`config.mk`:
```
export PLATFORM = sky130hd
export DESIGN_NAME = bst_tap
export DESIGN_NICKNAME = d
export VERILOG_FILES = /design/src/rtl/bst_pkg.sv /design/src/rtl/bst_tap.sv
export SDC_FILE = /design/constraint.sdc
export NUM_CORES = 1
export LEC_CHECK = 0
export BUFFER_PORTS_ARGS = -buffer_cell sky130_fd_sc_hd__buf_2
export CORE_ASPECT_RATIO = 0.9
export CORE_MARGIN = 5
export CORE_UTILIZATION = 35
export CTS_CLUSTER_DIAMETER = 40
export CTS_CLUSTER_SIZE = 20
export DETAILED_ROUTE_END_ITERATION = 10
export HOLD_SLACK_MARGIN = 0.03
export PLACE_DENSITY = 0.61
export REMOVE_ABC_BUFFERS = 1
export SYNTH_ARGS = -nofsm -noshare
export SYNTH_HDL_FRONTEND = slang
export SYNTH_SLANG_ARGS = --single-unit
```
`constraint.sdc`:
```
create_clock -name core_clk -period 4.47 [get_ports core_clk]
set_input_delay 0.2235 -clock core_clk [delete_from_list [all_inputs] [get_ports core_clk]]
set_output_delay 0.2235 -clock core_clk [all_outputs]
set_load 0.005 [all_outputs]
```
`src/rtl/bst_pkg.sv`:
```
// Constants, types and codes shared by the boundary-scan test access port.
//
// Summary of operation
// - Mode select at scan-clock rise decides next state.
// - Reset gives Test-Logic-Reset, IDCODE, normal system operation.
// - Select-DR-Scan: low to Capture-DR, high Select-IR.
// - Capture-DR loads selected register if allowed; low Shift-DR.
// - Shift-DR moves selected register one stage per rise.
// - Exit1-DR: high to Update-DR, low to Pause-DR.
// - Pause-DR holds registers; low stays, high Exit2-DR.
// - Exit2-DR: high to Update-DR, low back Shift-DR.
// - Update-DR falling edge copies shift path into latches.
// - Update states: low to Run-Test-Idle, high Select-DR-Scan.
// - Select-IR-Scan: low Capture-IR, high Test-Logic-Reset.
// - Capture-IR loads fixed value; high Exit1-IR, low Shift-IR.
// - Shift-IR shifts instruction stage per rise; high Exit1-IR.
// - Exit1-IR: low Pause-IR, high Update-IR.
// - Pause-IR halts shifting; low stays, high Exit2-IR.
// - Exit2-IR: high Update-IR, low back to Shift-IR.
// - Three-bit instruction latched on Update-IR falling edge.
// - Codes 010 and 000 boundary; 111 bypass.
// - Codes 011 and 100 bypass; 001 identification.
// - Sample/preload captures pins without disturbing operation.
// - Extest drives output pins from boundary latches.
// - Bypass-type instructions use one-stage bypass register.
// - Identification register selected, loads in Capture-DR.
// - Identification: one, maker eleven, part sixteen, version four.
package bst_pkg;

   // ----------------------------------------------------------------
   // Widths and field positions
   // ----------------------------------------------------------------
   localparam int IR_LEN = 3; // Instruction register length.
   localparam int ID_LEN = 32; // Identification register length.
   localparam int ID_MFR_LSB = 1; // Maker code sits above the marker bit.
   localparam int ID_PART_LSB = 12; // Part code field position.
   localparam int ID_VER_LSB = 28; // Version field position.

   // ----------------------------------------------------------------
   // Instruction codes and the fixed capture value
   // ----------------------------------------------------------------
   localparam logic [2:0] INSTR_EXTEST = 3'h0;
   localparam logic [2:0] INSTR_IDCODE = 3'h1;
   localparam logic [2:0] INSTR_SAMPLE = 3'h2;
   localparam logic [2:0] INSTR_CLAMP = 3'h3;
   localparam logic [2:0] INSTR_HIGHZ = 3'h4;
   localparam logic [2:0] INSTR_BYPASS = 3'h7;
   localparam logic [2:0] IR_CAPTURE = 3'h1; // Low bits 01 prove chain integrity.
   localparam logic [2:0] INSTR_RESET = INSTR_IDCODE; // Instruction after reset.
   localparam logic BYPASS_CAPTURE = 1'h0; // Bypass stage loads zero.

   // ----------------------------------------------------------------
   // Controller states, one-hot
   // ----------------------------------------------------------------
   typedef enum logic [15:0] {
      ST_TLR = 16'h0001, ST_RTI = 16'h0002, ST_SEL_DR = 16'h0004, ST_CAP_DR = 16'h0008,
      ST_SHIFT_DR = 16'h0010, ST_EXIT1_DR = 16'h0020, ST_PAUSE_DR = 16'h0040,
      ST_EXIT2_DR = 16'h0080, ST_UPD_DR = 16'h0100, ST_SEL_IR = 16'h0200,
      ST_CAP_IR = 16'h0400, ST_SHIFT_IR = 16'h0800, ST_EXIT1_IR = 16'h1000,
      ST_PAUSE_IR = 16'h2000, ST_EXIT2_IR = 16'h4000, ST_UPD_IR = 16'h8000
   } bst_state_t;

   localparam bst_state_t ST_RESET = ST_TLR; // State after reset.

endpackage : bst_pkg

```
`src/rtl/bst_tap.sv`:
```
// Boundary-scan test access port: controller, instruction and test registers.
`timescale 1ns/1ps
`default_nettype none

module bst_tap
   import bst_pkg::*;
#(
   parameter int N_IN = 8, // Number of digital input pins with scan cells.
   parameter int N_OUT = 8, // Number of digital output pins with scan cells.
   parameter logic [3:0] ID_VERSION = 4'h1, // Arbitrary version value.
   parameter logic [15:0] ID_PART = 16'h0a5c, // Arbitrary part value.
   parameter logic [10:0] ID_MFR = 11'h05a // Arbitrary maker value.
)(
   input wire logic core_clk,
   input wire logic srst,
   input wire logic scan_clock,
   input wire logic scan_mode_select,
   input wire logic scan_data_in,
   output logic scan_data_out,
   output logic scan_data_out_oe,
   input wire logic [N_IN-1:0] pin_in,
   input wire logic [N_OUT-1:0] core_out,
   input wire logic core_oe,
   output logic [N_OUT-1:0] pin_out,
   output logic pin_oe,
   output logic [2:0] cur_instr,
   output logic [15:0] tap_state
);

   // ----------------------------------------------------------------
   // Elaboration checks
   // ----------------------------------------------------------------
   // The boundary register needs at least one cell of each kind.
   if (N_IN < 1 || N_OUT < 1) begin : g_bad_size
      $error("bst_tap: N_IN and N_OUT must be at least one");
   end

   // Boundary register: input cells low, output cells next, control cell on top.
   localparam int BSR_LEN = N_IN + N_OUT + 1;
   localparam int OUT_LSB = N_IN;
   localparam int CTL_BIT = N_IN + N_OUT;
   localparam logic [ID_LEN-1:0] ID_CODE = {ID_VERSION, ID_PART, ID_MFR, 1'b1};

   // The identification fields must tile the register exactly, marker bit included.
   if (ID_PART_LSB != ID_MFR_LSB + $bits(ID_MFR) || ID_VER_LSB != ID_PART_LSB + $bits(ID_PART) ||
       ID_VER_LSB + $bits(ID_VERSION) != ID_LEN) begin : g_bad_id
      $error("bst_tap: identification field layout does not fill the register");
   end

   // ----------------------------------------------------------------
   // State record
   // ----------------------------------------------------------------
   // Every flip-flop of the block lives in this one record.
   typedef struct packed {
      logic sclk_m; // Scan clock, first synchroniser stage.
      logic sclk_s; // Scan clock, second synchroniser stage.
      logic sclk_d; // Delayed copy used to find edges.
      logic tms_m; // Mode select, first stage.
      logic tms_s; // Mode select, second stage.
      logic tdi_m; // Serial data in, first stage.
      logic tdi_s; // Serial data in, second stage.
      logic [N_IN-1:0] pin_m; // Input pins, first stage.
      logic [N_IN-1:0] pin_s; // Input pins, second stage.
      bst_state_t state; // Controller state.
      logic [IR_LEN-1:0] ir_shift; // Instruction shift stage.
      logic [IR_LEN-1:0] instr; // Current instruction.
      logic byp; // Bypass stage.
      logic [ID_LEN-1:0] id_shift; // Identification shift path.
      logic [BSR_LEN-1:0] bsr_shift; // Boundary shift path.
      logic [BSR_LEN-1:0] bsr_latch; // Boundary parallel latches.
      logic tdo; // Serial data out.
      logic tdo_oe; // Serial data out enable.
      logic [N_OUT-1:0] pin_out; // Output pin values.
      logic pin_oe; // Output pin enable.
   } bst_regs_t;

   bst_regs_t s; // Registered state.
   bst_regs_t next_s; // Next state.
   logic rise; // Scan clock rose this cycle.
   logic fall; // Scan clock fell this cycle.

   // ----------------------------------------------------------------
   // Decoding helpers
   // ----------------------------------------------------------------
   // True when the instruction puts the boundary register in the path.
   function automatic logic sel_boundary(input logic [2:0] code);
      sel_boundary = (code == INSTR_EXTEST) || (code == INSTR_SAMPLE);
   endfunction : sel_boundary

   // True when the identification register is in the path.
   function automatic logic sel_ident(input logic [2:0] code);
      sel_ident = (code == INSTR_IDCODE);
   endfunction : sel_ident

   // Next controller state for a given mode select level.
   function automatic bst_state_t tap_next(input bst_state_t st, input logic tms);
      tap_next = st;
      unique case (st)
         ST_TLR: tap_next = tms ? ST_TLR : ST_RTI;
         ST_RTI: tap_next = tms ? ST_SEL_DR : ST_RTI;
         ST_SEL_DR: tap_next = tms ? ST_SEL_IR : ST_CAP_DR;
         ST_CAP_DR: tap_next = tms ? ST_EXIT1_DR : ST_SHIFT_DR;
         ST_SHIFT_DR: tap_next = tms ? ST_EXIT1_DR : ST_SHIFT_DR;
         ST_EXIT1_DR: tap_next = tms ? ST_UPD_DR : ST_PAUSE_DR;
         ST_PAUSE_DR: tap_next = tms ? ST_EXIT2_DR : ST_PAUSE_DR;
         ST_EXIT2_DR: tap_next = tms ? ST_UPD_DR : ST_SHIFT_DR;
         ST_UPD_DR: tap_next = tms ? ST_SEL_DR : ST_RTI;
         ST_SEL_IR: tap_next = tms ? ST_TLR : ST_CAP_IR;
         ST_CAP_IR: tap_next = tms ? ST_EXIT1_IR : ST_SHIFT_IR;
         ST_SHIFT_IR: tap_next = tms ? ST_EXIT1_IR : ST_SHIFT_IR;
         ST_EXIT1_IR: tap_next = tms ? ST_UPD_IR : ST_PAUSE_IR;
         ST_PAUSE_IR: tap_next = tms ? ST_EXIT2_IR : ST_PAUSE_IR;
         ST_EXIT2_IR: tap_next = tms ? ST_UPD_IR : ST_SHIFT_IR;
         ST_UPD_IR: tap_next = tms ? ST_SEL_DR : ST_RTI;
         // A corrupted code recovers through the reset state.
         default: tap_next = ST_TLR;
      endcase
   endfunction : tap_next

   // ----------------------------------------------------------------
   // Edge detection
   // ----------------------------------------------------------------
   // Edges are taken from the second and third stages only, so the
   // metastable first stage never feeds any decision.
   // Limitation: each scan clock phase must last one core cycle or more,
   // otherwise an edge slips between two samples and is lost.
   assign rise = s.sclk_s & ~s.sclk_d;
   assign fall = ~s.sclk_s & s.sclk_d;

   // ----------------------------------------------------------------
   // Next-state logic
   // ----------------------------------------------------------------
   // Rising scan edges move the controller and the shift paths; falling
   // edges drive serial out and load the parallel latches.
   always_comb begin
      next_s = s;
      // Synchronisers for everything that comes from the pins.
      next_s.sclk_m = scan_clock;
      next_s.sclk_s = s.sclk_m;
      next_s.sclk_d = s.sclk_s;
      next_s.tms_m = scan_mode_select;
      next_s.tms_s = s.tms_m;
      next_s.tdi_m = scan_data_in;
      next_s.tdi_s = s.tdi_m;
      next_s.pin_m = pin_in;
      next_s.pin_s = s.pin_m;

      // Rising edge: mode select alone chooses the next state.
      if (rise) begin
         next_s.state = tap_next(s.state, s.tms_s);
         unique case (s.state)
            ST_CAP_DR: begin
               // Only the selected register loads; the others hold.
               if (sel_ident(s.instr)) begin
                  next_s.id_shift = ID_CODE;
               end else if (sel_boundary(s.instr)) begin
                  // Pins are sampled while the core keeps running.
                  next_s.bsr_shift[N_IN-1:0] = s.pin_s;
                  next_s.bsr_shift[CTL_BIT-1:OUT_LSB] = core_out;
                  next_s.bsr_shift[CTL_BIT] = core_oe;
               end else begin
                  next_s.byp = BYPASS_CAPTURE;
               end
            end
            ST_SHIFT_DR: begin
               // The selected register moves one stage toward serial out.
               if (sel_ident(s.instr)) begin
                  next_s.id_shift = {s.tdi_s, s.id_shift[ID_LEN-1:1]};
               end else if (sel_boundary(s.instr)) begin
                  next_s.bsr_shift = {s.tdi_s, s.bsr_shift[BSR_LEN-1:1]};
               end else begin
                  next_s.byp = s.tdi_s;
               end
            end
            ST_CAP_IR: begin
               next_s.ir_shift = IR_CAPTURE;
            end
            ST_SHIFT_IR: begin
               next_s.ir_shift = {s.tdi_s, s.ir_shift[IR_LEN-1:1]};
            end
            // Pause, exit and select states hold every register.
            default: begin
            end
         endcase
      end

      // Falling edge: serial out and the parallel latches.
      if (fall) begin
         next_s.tdo_oe = 1'b0;
         unique case (s.state)
            ST_SHIFT_DR: begin
               next_s.tdo_oe = 1'b1;
               if (sel_ident(s.instr)) begin
                  next_s.tdo = s.id_shift[0];
               end else if (sel_boundary(s.instr)) begin
                  next_s.tdo = s.bsr_shift[0];
               end else begin
                  next_s.tdo = s.byp;
               end
            end
            ST_SHIFT_IR: begin
               next_s.tdo_oe = 1'b1;
               next_s.tdo = s.ir_shift[0];
            end
            ST_UPD_DR: begin
               // Latches change only here, so shifting never disturbs pins.
               if (sel_boundary(s.instr)) begin
                  next_s.bsr_latch = s.bsr_shift;
               end
            end
            ST_UPD_IR: begin
               next_s.instr = s.ir_shift;
            end
            default: begin
            end
         endcase
      end

      // The reset state forces the identification instruction.
      if (s.state == ST_TLR) begin
         next_s.instr = INSTR_RESET;
      end

      // Pin drive follows the current instruction.
      unique case (s.instr)
         INSTR_EXTEST, INSTR_CLAMP: begin
            // Pins come from the boundary latches, not the core.
            next_s.pin_out = s.bsr_latch[CTL_BIT-1:OUT_LSB];
            next_s.pin_oe = s.bsr_latch[CTL_BIT];
         end
         INSTR_HIGHZ: begin
            // Only the enable drops; the value keeps tracking the core so leaving is clean.
            next_s.pin_out = core_out;
            next_s.pin_oe = 1'b0;
         end
         default: begin
            // Normal operation: the core owns its pins.
            next_s.pin_out = core_out;
            next_s.pin_oe = core_oe;
         end
      endcase
   end

   // ----------------------------------------------------------------
   // State register
   // ----------------------------------------------------------------
   // A synchronous reset stands in for power-up.
   // The synchronisers clear too, so a scan clock left high across reset reads as a rise.
   always_ff @(posedge core_clk) begin
      if (srst) begin
         s <= '0;
         s.state <= ST_RESET;
         s.instr <= INSTR_RESET;
      end else begin
         s <= next_s;
      end
   end

   // ----------------------------------------------------------------
   // Outputs
   // ----------------------------------------------------------------
   // All outputs are flip-flop fields of the state record.
   assign scan_data_out = s.tdo;
   assign scan_data_out_oe = s.tdo_oe;
   assign pin_out = s.pin_out;
   assign pin_oe = s.pin_oe;
   assign cur_instr = s.instr;
   assign tap_state = s.state;

   // ----------------------------------------------------------------
   // Assertions
   // ----------------------------------------------------------------
   // Without a scan edge the controller never moves.
   state_hold_a: assert property (@(posedge core_clk) disable iff (srst)
      !rise |=> $stable(s.state))
      else $error("state moved without a scan clock rise");

   // The reset state always carries the identification instruction.
   reset_instr_a: assert property (@(posedge core_clk) disable iff (srst)
      s.state == ST_TLR |=> s.instr == INSTR_IDCODE)
      else $error("instruction not forced in reset state");

   // Reset state is held while mode select stays high.
   tlr_hold_a: assert property (@(posedge core_clk) disable iff (srst)
      (s.state == ST_TLR && rise && s.tms_s) |=> s.state == ST_TLR)
      else $error("left reset state with mode select high");

   // Select-DR-Scan with low select enters Capture-DR.
   sel_dr_a: assert property (@(posedge core_clk) disable iff (srst)
      (s.state == ST_SEL_DR && rise && !s.tms_s) |=> s.state == ST_CAP_DR)
      else $error("select-dr did not go to capture-dr");

   // Capture-IR loads the fixed pattern.
   cap_ir_a: assert property (@(posedge core_clk) disable iff (srst)
      (s.state == ST_CAP_IR && rise) |=> s.ir_shift == 3'h1)
      else $error("capture-ir pattern wrong");

   // Update-IR falling edge makes the shifted code current.
   upd_ir_a: assert property (@(posedge core_clk) disable iff (srst)
      (s.state == ST_UPD_IR && fall) |=> s.instr == $past(s.ir_shift))
      else $error("instruction not latched at update-ir");

   // Identification capture loads the full code.
   id_cap_a: assert property (@(posedge core_clk) disable iff (srst)
      (s.state == ST_CAP_DR && rise && s.instr == INSTR_IDCODE) |=> s.id_shift == ID_CODE)
      else $error("identification code not captured");

   // Bypass stage takes serial data in while shifting.
   bypass_shift_a: assert property (@(posedge core_clk) disable iff (srst)
      (s.state == ST_SHIFT_DR && rise && s.instr == INSTR_BYPASS) |=> s.byp == $past(s.tdi_s))
      else $error("bypass stage did not shift");

   // Pause-DR with low select holds state and boundary path.
   pause_dr_a: assert property (@(posedge core_clk) disable iff (srst)
      (s.state == ST_PAUSE_DR && rise && !s.tms_s) |=> (s.state == ST_PAUSE_DR) && $stable(s.bsr_shift))
      else $error("pause-dr did not hold");

   // High-impedance instruction floats the pins one cycle on.
   highz_float_a: assert property (@(posedge core_clk) disable iff (srst)
      (s.instr == INSTR_HIGHZ) [*2] |-> !s.pin_oe)
      else $error("pins driven under highz");

   // Extest drives pins from the boundary latches.
   extest_drive_a: assert property (@(posedge core_clk) disable iff (srst)
      s.instr == INSTR_EXTEST |=> s.pin_out == $past(s.bsr_latch[CTL_BIT-1:OUT_LSB]))
      else $error("extest pins differ from latches");

   // Latches change only on an Update-DR falling edge.
   latch_stable_a: assert property (@(posedge core_clk) disable iff (srst)
      !(s.state == ST_UPD_DR && fall) |=> $stable(s.bsr_latch))
      else $error("boundary latches changed outside update-dr");

   // Select-IR-Scan with high select falls back to the reset state.
   sel_ir_exit_a: assert property (@(posedge core_clk) disable iff (srst)
      (s.state == ST_SEL_IR && rise && s.tms_s) |=> s.state == ST_TLR)
      else $error("select-ir did not return to reset state");

   // Both select states leave the instruction path untouched.
   select_hold_a: assert property (@(posedge core_clk) disable iff (srst)
      (s.state == ST_SEL_DR || s.state == ST_SEL_IR) |=> $stable(s.ir_shift) && $stable(s.instr))
      else $error("instruction path changed in a select state");

   // Exit1-DR with high select ends the scan in Update-DR.
   exit1_dr_a: assert property (@(posedge core_clk) disable iff (srst)
      (s.state == ST_EXIT1_DR && rise && s.tms_s) |=> s.state == ST_UPD_DR)
      else $error("exit1-dr did not go to update-dr");

   // Exit2-IR with high select ends the scan in Update-IR.
   exit2_ir_a: assert property (@(posedge core_clk) disable iff (srst)
      (s.state == ST_EXIT2_IR && rise && s.tms_s) |=> s.state == ST_UPD_IR)
      else $error("exit2-ir did not go to update-ir");

   // Pause-IR with low select holds state and instruction path.
   pause_ir_a: assert property (@(posedge core_clk) disable iff (srst)
      (s.state == ST_PAUSE_IR && rise && !s.tms_s) |=> (s.state == ST_PAUSE_IR) && $stable(s.ir_shift))
      else $error("pause-ir did not hold");

   // Instruction scans drive the low shift stage out with the enable high.
   ir_out_a: assert property (@(posedge core_clk) disable iff (srst)
      (s.state == ST_SHIFT_IR && fall) |=> s.tdo_oe && s.tdo == $past(s.ir_shift[0]))
      else $error("shift-ir serial out wrong");

   // The identification path moves one stage toward serial out per rise.
   id_shift_a: assert property (@(posedge core_clk) disable iff (srst)
      (s.state == ST_SHIFT_DR && rise && s.instr == INSTR_IDCODE) |=>
         s.id_shift == {$past(s.tdi_s), $past(s.id_shift[ID_LEN-1:1])})
      else $error("identification path did not shift");

   // Update-DR falling edge copies the boundary path into the latches.
   update_latch_a: assert property (@(posedge core_clk) disable iff (srst)
      (s.state == ST_UPD_DR && fall && sel_boundary(s.instr)) |=> s.bsr_latch == $past(s.bsr_shift))
      else $error("boundary latches not loaded at update-dr");

   // Sample/preload leaves the pins to the core, one cycle behind it.
   core_pins_a: assert property (@(posedge core_clk) disable iff (srst)
      s.instr == INSTR_SAMPLE |=> s.pin_out == $past(core_out) && s.pin_oe == $past(core_oe))
      else $error("pins left the core under sample");

endmodule : bst_tap

`default_nettype wire

```
**After elaboration in Yosys (flattened, before gate mapping)**

Index checks and enable logic that the tools add are counted.

- Eq/ne operators: 28
- Muxes and demuxes: 29
- Bitwise gates (word level): 4
- Reduce and logical (&&, ||, !) cells: 17

Operator list:

| operator | count |
|---|---|
| 16-bit case mux with 12 select lines | 1 |
| 50-bit case mux with 2 select lines | 1 |
| 17-bit two-way mux | 4 |
| 32-bit two-way mux | 2 |
| 16-bit two-way mux | 2 |
| 9-bit two-way mux | 2 |
| 9-bit case mux with 2 select lines | 1 |
| 16-bit by 1-bit == test with 1-bit output (second input constant) | 1 |
| 16-bit by 10-bit == test with 1-bit output (second input constant) | 1 |
| 16-bit by 11-bit == test with 1-bit output (second input constant) | 1 |
| 16-bit by 12-bit == test with 1-bit output (second input constant) | 1 |
| 16-bit by 13-bit == test with 1-bit output (second input constant) | 1 |
| 16-bit by 14-bit == test with 1-bit output (second input constant) | 1 |
| 16-bit by 15-bit == test with 1-bit output (second input constant) | 1 |
| 16-bit == test (second input constant) | 1 |
| 16-bit by 2-bit == test with 1-bit output (second input constant) | 1 |
| 16-bit by 3-bit == test with 1-bit output (second input constant) | 1 |
| 16-bit by 4-bit == test with 1-bit output (second input constant) | 1 |
| 16-bit by 5-bit == test with 1-bit output (second input constant) | 1 |
| 16-bit by 6-bit == test with 1-bit output (second input constant) | 1 |
| 16-bit by 7-bit == test with 1-bit output (second input constant) | 1 |
| 16-bit by 8-bit == test with 1-bit output (second input constant) | 1 |
| 16-bit by 9-bit == test with 1-bit output (second input constant) | 1 |
| 2-bit inequality test (second input constant) | 8 |
| other kinds (25) | 41 |

- Bits in registers: 123
- Bits of input ports: 22
- Output and inout bits: 30
- Logic and storage cells: 98

**Longest topological paths before layout**

- Word-level depth: 5
- Mapped depth: 8
- Gate-level depth less buffers: 6

**Worst setup path before layout**

OpenSTA, ideal clock, no wires.

- Kind: reg2reg
- Start: register s, in the netlist tap_state[0]
- End: register s[46] (netlist name)
- Library setup time: 0.128 ns
- Data arrival time: 2.325 ns
- Required time: 4.342 ns
- Setup slack: 2.018 ns
- Stages on the path, launching flop included: 9
- Buffers on the path: 2
- Period minus slack after synthesis: 2.452 ns
- Cells stage by stage: dfxtp_1 buf_2 or4_4 nor4_4 o21ai_2 or4_4 buf_6 a22oi_1 nor2_1

- Word-level cells in the longest chain between the ends: 3
- Elaborated cells on any way between the ends: 7
- Those cells by class: eq/ne (4); mux (1); reduce/logical (2)

RTL lines:

| element | RTL line | RTL |
|---|---|---|
| start: declaration | bst_tap.sv:77 | `bst_regs_t s;` |
| start signal: assignment | bst_tap.sv:255 | `s <= next_s;` |
| 16-bit by 4-bit == test with 1-bit output or 16-bit by 5-bit == test with 1-bit output (tied branches) | bst_tap.sv:151 | `unique case (s.state)` |
| 2-bit inequality test (no line) or 2-bit nonzero test (tied branches) | -- |  |
| 4-bit AND reduction (no line) | -- |  |

Parallel ways exist; a longest one is shown, timed or not.
A chain may end at the register's enable or synchronous reset.

**Final worst setup path**

- Start: register s, in the netlist tap_state[1]
- End: register s[71] (netlist name)

The elaborated chain is that of the path after synthesis.

==> flow_metrics.py <==
metrics = {
    "finish": {
        "mostFrequentLayoutCells": "115 x dfxtp_1, 104 x nor2_1, 50 x buf_2",
        "flow.area_growth_from_synthesis_pct": 17.9,
        "nets": 563,
        "mostFrequentLayoutCell": "dfxtp_1",
        "post-route-util_pct": 42.3,
        "final_cells": 721,
        "final.fill_count": 1296,
        "antennaDiodeCount": 0,
        "final_layout_size_suffix_gt1_share_pct": 18.6,
        "finish.instance_area_um2": 5670,
    },
    "cts": {
        "cts-htree-levels": 4,
        "cts_setup_buffers": 0,
        "cts.reportedPaths.clkPinSlew_ns": 0.05,
        "post_cts_hold_buffer_count": 9,
        "tritoncts": "built",
        "cts.repair.resized": 0,
        "clkSinkCount": 115,
        "root_buffer_master": "clkbuf_16",
        "cts_inserted_buffers": 17,
        "worst_skew_pair.late_latency_ns": 0.41,
        "cts_max_path_buffers": 2,
    },
    "power": {
        "switching_power_mw": 0.489,
        "switching_share_of_power_pct": 19.4,
        "clockPowerShare_pct": 55.4,
        "power_per_cell_area_nw_per_um2": 444,
        "power.share.combinational_pct": 2.9,
        "internal_power_mw": 2.03,
        "total_leakage_power_nw": 2.21,
        "power.ir.vdd_worst_mv": 0.229,
        "seq_power_share_pct": 41.7,
    },
    "detailed_routing": {
        "postRouteAntennaNets": 0,
        "route.detailed.vias_per_inst": 5.01,
        "drc_errors": 0,
        "drt-pass1-iter-count": 4,
        "detail_route.wirelength_um": 10100,
        "vias": 3610,
        "drt_iter0_markers": 318,
        "post_drt_wl_per_cell_um": 14.0,
    },
    "logic_synthesis": {
        "synth_cell_types": 50,
        "synth_edf_count": 0,
        "synth_ff_type": "dfxtp_1",
        "synth_seq_area_share_pct": 47.9,
        "ys_top_cells_by_area": "dfxtp_1 48%, nor2_1 8.1%, mux2i_1 7.5%",
        "async_reset_ff_share_pct": 0,
        "postSynthCellCount": 520,
        "mean_cell_area_of_the_mapped_netlist_um2": 9.25,
        "postSynthRegisterBits": 115,
        "synth_top_cell_by_area": "dfxtp_1",
        "synth_warnings": 0,
        "synth_area_um2": 4810,
        "synthDominantCellAreaShare_pct": 47.9,
    },
    "min_path": {
        "min-delay-start": "pin_in[6]",
        "holdPathEnd": "next_s[106]$_SDFF_PP0_",
        "hold_path_class": "in2reg",
        "worst_hold_path_depth": 2,
    },
    "timing": {
        "fin_crit_sh_pct": 67.8,
        "timing.fmax_mhz": 330,
        "final.min_clock_period_ns": 3.03,
        "layout_setup_ws_ns": 1.44,
        "fin_worst_skew_ns": 0.0127,
        "slew_headroom_pct": 33.6,
        "report.final.setup_viol": 0,
        "timing_max_transition_violations_final": 0,
        "finalHoldViolCount": 0,
        "unrepaired_setup_endpoints_after_global_routing": "no",
        "tightest_slew_ns": 0.988,
        "setup_tns_ns": 0,
    },
    "grt": {
        "track_usage_pct": 13.2,
        "grt_antenna_before_repair": 0,
        "grt_max_degree": 59,
        "grt_overflow_total": 0,
        "global_route_wire_length_before_repair_um": 17200,
        "first_global_vias": 3502,
    },
    "setup_path": {
        "crit-reg2reg-capture": "s[71]$_SDFFE_PP0P_",
        "worstSetupStartpointType": "register",
        "worst_setup_path_end_kind": "register",
        "ff2ff_path_depth": 6,
        "regToRegSetupSlack_ns": 1.44,
        "path_max_fanout": 19,
        "worst-endpoint-required_ns": 4.80,
        "worst-setup-path-type": "reg2reg",
        "r2r-start": "tap_state[1]$_SDFFE_PP0P_",
        "cp.arrival_ns": 3.36,
    },
    "placed_design": {
        "postPlaceCellArea_um2": 4950,
        "dpl.hpwl_um": 6580,
        "number_of_i_o_port_buffers": 51,
        "dpl.cell_count": 680,
        "replace_congestion": 0.817,
        "pre_cts_slack_ns": 1.39,
    },
    "floorplanning": {
        "ports": 52,
        "core_area_um2": 13400,
        "rows": 40,
        "floorplan.die_area_um2": 16200,
        "start_util_pct": 35.8,
        "chipHeight_um": 121,
        "die_w_um": 134,
    },
    "run": {
        "timing.max_cap.violations": 0,
    },
    "status": {
        "run_status": "complete, no violations",
    },
}
[cell families (layout without fill, tap and decap cells)]
family,Yosys count,after routing,synth area share [%]
buffers and inverters,67,100,7.91
and+or+nand+nor,217,217,23.7
AOI/OAI and AO/OA,76,76,11.4
DFF,115,115,47.9
xor gates and xnor gates,9,9,1.64
muxes,36,36,7.49
[critical path: stages (launching register included)]
cell,delay [ns]
dfxtp_1,0.41
or4_4,0.61
nor4_4,0.28
nand2_1,0.39
nor4_4,0.93
a22oi_1,0.18
nor2_1,0.15
[power by group through the flow]
stage               Sequential, mW  Combinational (mW)  Clock, mW
floorplan                     1.07              0.0286          0
global placement              1.07              0.0677          0
detailed placement            1.07              0.0683          0
CTS                           1.05              0.0746       1.43
global route                  1.05              0.0828       1.49
finish                        1.05              0.0736       1.40
[sequential cells by signal, summed over array words and instances (netlist names)]
name              flops
s                    73
tap_state            16
next_s               12
pin_out               8
cur_instr             3
pin_oe                1
scan_data_out         1
scan_data_out_oe      1
[layout make-up]
cell class	count	area (um2)	area share, %
Clock buffer	21	460	8.12
Clock inverter	10	156	2.76
Inverter	2	7.51	0.132
Multi-Input combinational cell	338	2130	37.6
Sequential cell	115	2300	40.6
Tap cell	168	210	3.71
Timing Repair Buffer	67	400	7.06
[how the worst max path moves through the flow]
stage	from	to	slack (ns)	cells past startpoint
2_1_floorplan	tap_state[12]$_SDFFE_PP0P_	s[19]$_SDFFE_PP0P_	1.24	6
3_3_place_gp	tap_state[5]$_SDFFE_PP0P_	s[66]$_SDFFE_PP0P_	1.43	6
3_5_place_dp	tap_state[5]$_SDFFE_PP0P_	s[52]$_SDFFE_PP0P_	1.39	6
4_1_cts	tap_state[5]$_SDFFE_PP0P_	s[52]$_SDFFE_PP0P_	1.35	6
5_1_grt	tap_state[11]$_SDFFE_PP0P_	s[75]$_SDFFE_PP0P_	1.18	6
6_report	tap_state[1]$_SDFFE_PP0P_	s[71]$_SDFFE_PP0P_	1.44	6
[synth_stat cells (all sizes together) (2+ instances only)]
master / count
nand3: 5
nand3b: 3
and3: 4
xnor2: 8
nor2b: 28
o2111ai: 2
dfxtp: 115
clkbuf: 24
nor4: 13
mux2i: 36
and2: 2
a32oi: 3
buf: 41
a22oi: 25
or2: 3
nand2b: 6
a211oi: 18
or3: 2
inv: 2
a21o: 2
or4: 10
nand2: 14
nor2: 105
nor4b: 2
o21ai: 2
a21oi: 13
nor3: 19
[layer usage]
| metal | GRT usage [%] | vias up | part of all wire (%) |
|---|---|---|---|
| met5 | 0 | - | 0 |
| met4 | 5.14 | 0 | 1.1 |
| met3 | 4.89 | 12 | 6.2 |
| met2 | 19.5 | 101 | 44 |
| met1 | 17.5 | 1660 | 49 |
| li1 | - | 1837 | - |
[through the flow]
stage / hold WS [ns] / power [mW]
CTS: 0.0381 / 2.55
detailed placement: 0.427 / 1.14
finish: 0.0461 / 2.52
floorplan: 0.293 / 1.10
global placement: 0.421 / 1.14
global route: 0.0438 / 2.62
Power figures use the tool's default switching activity.
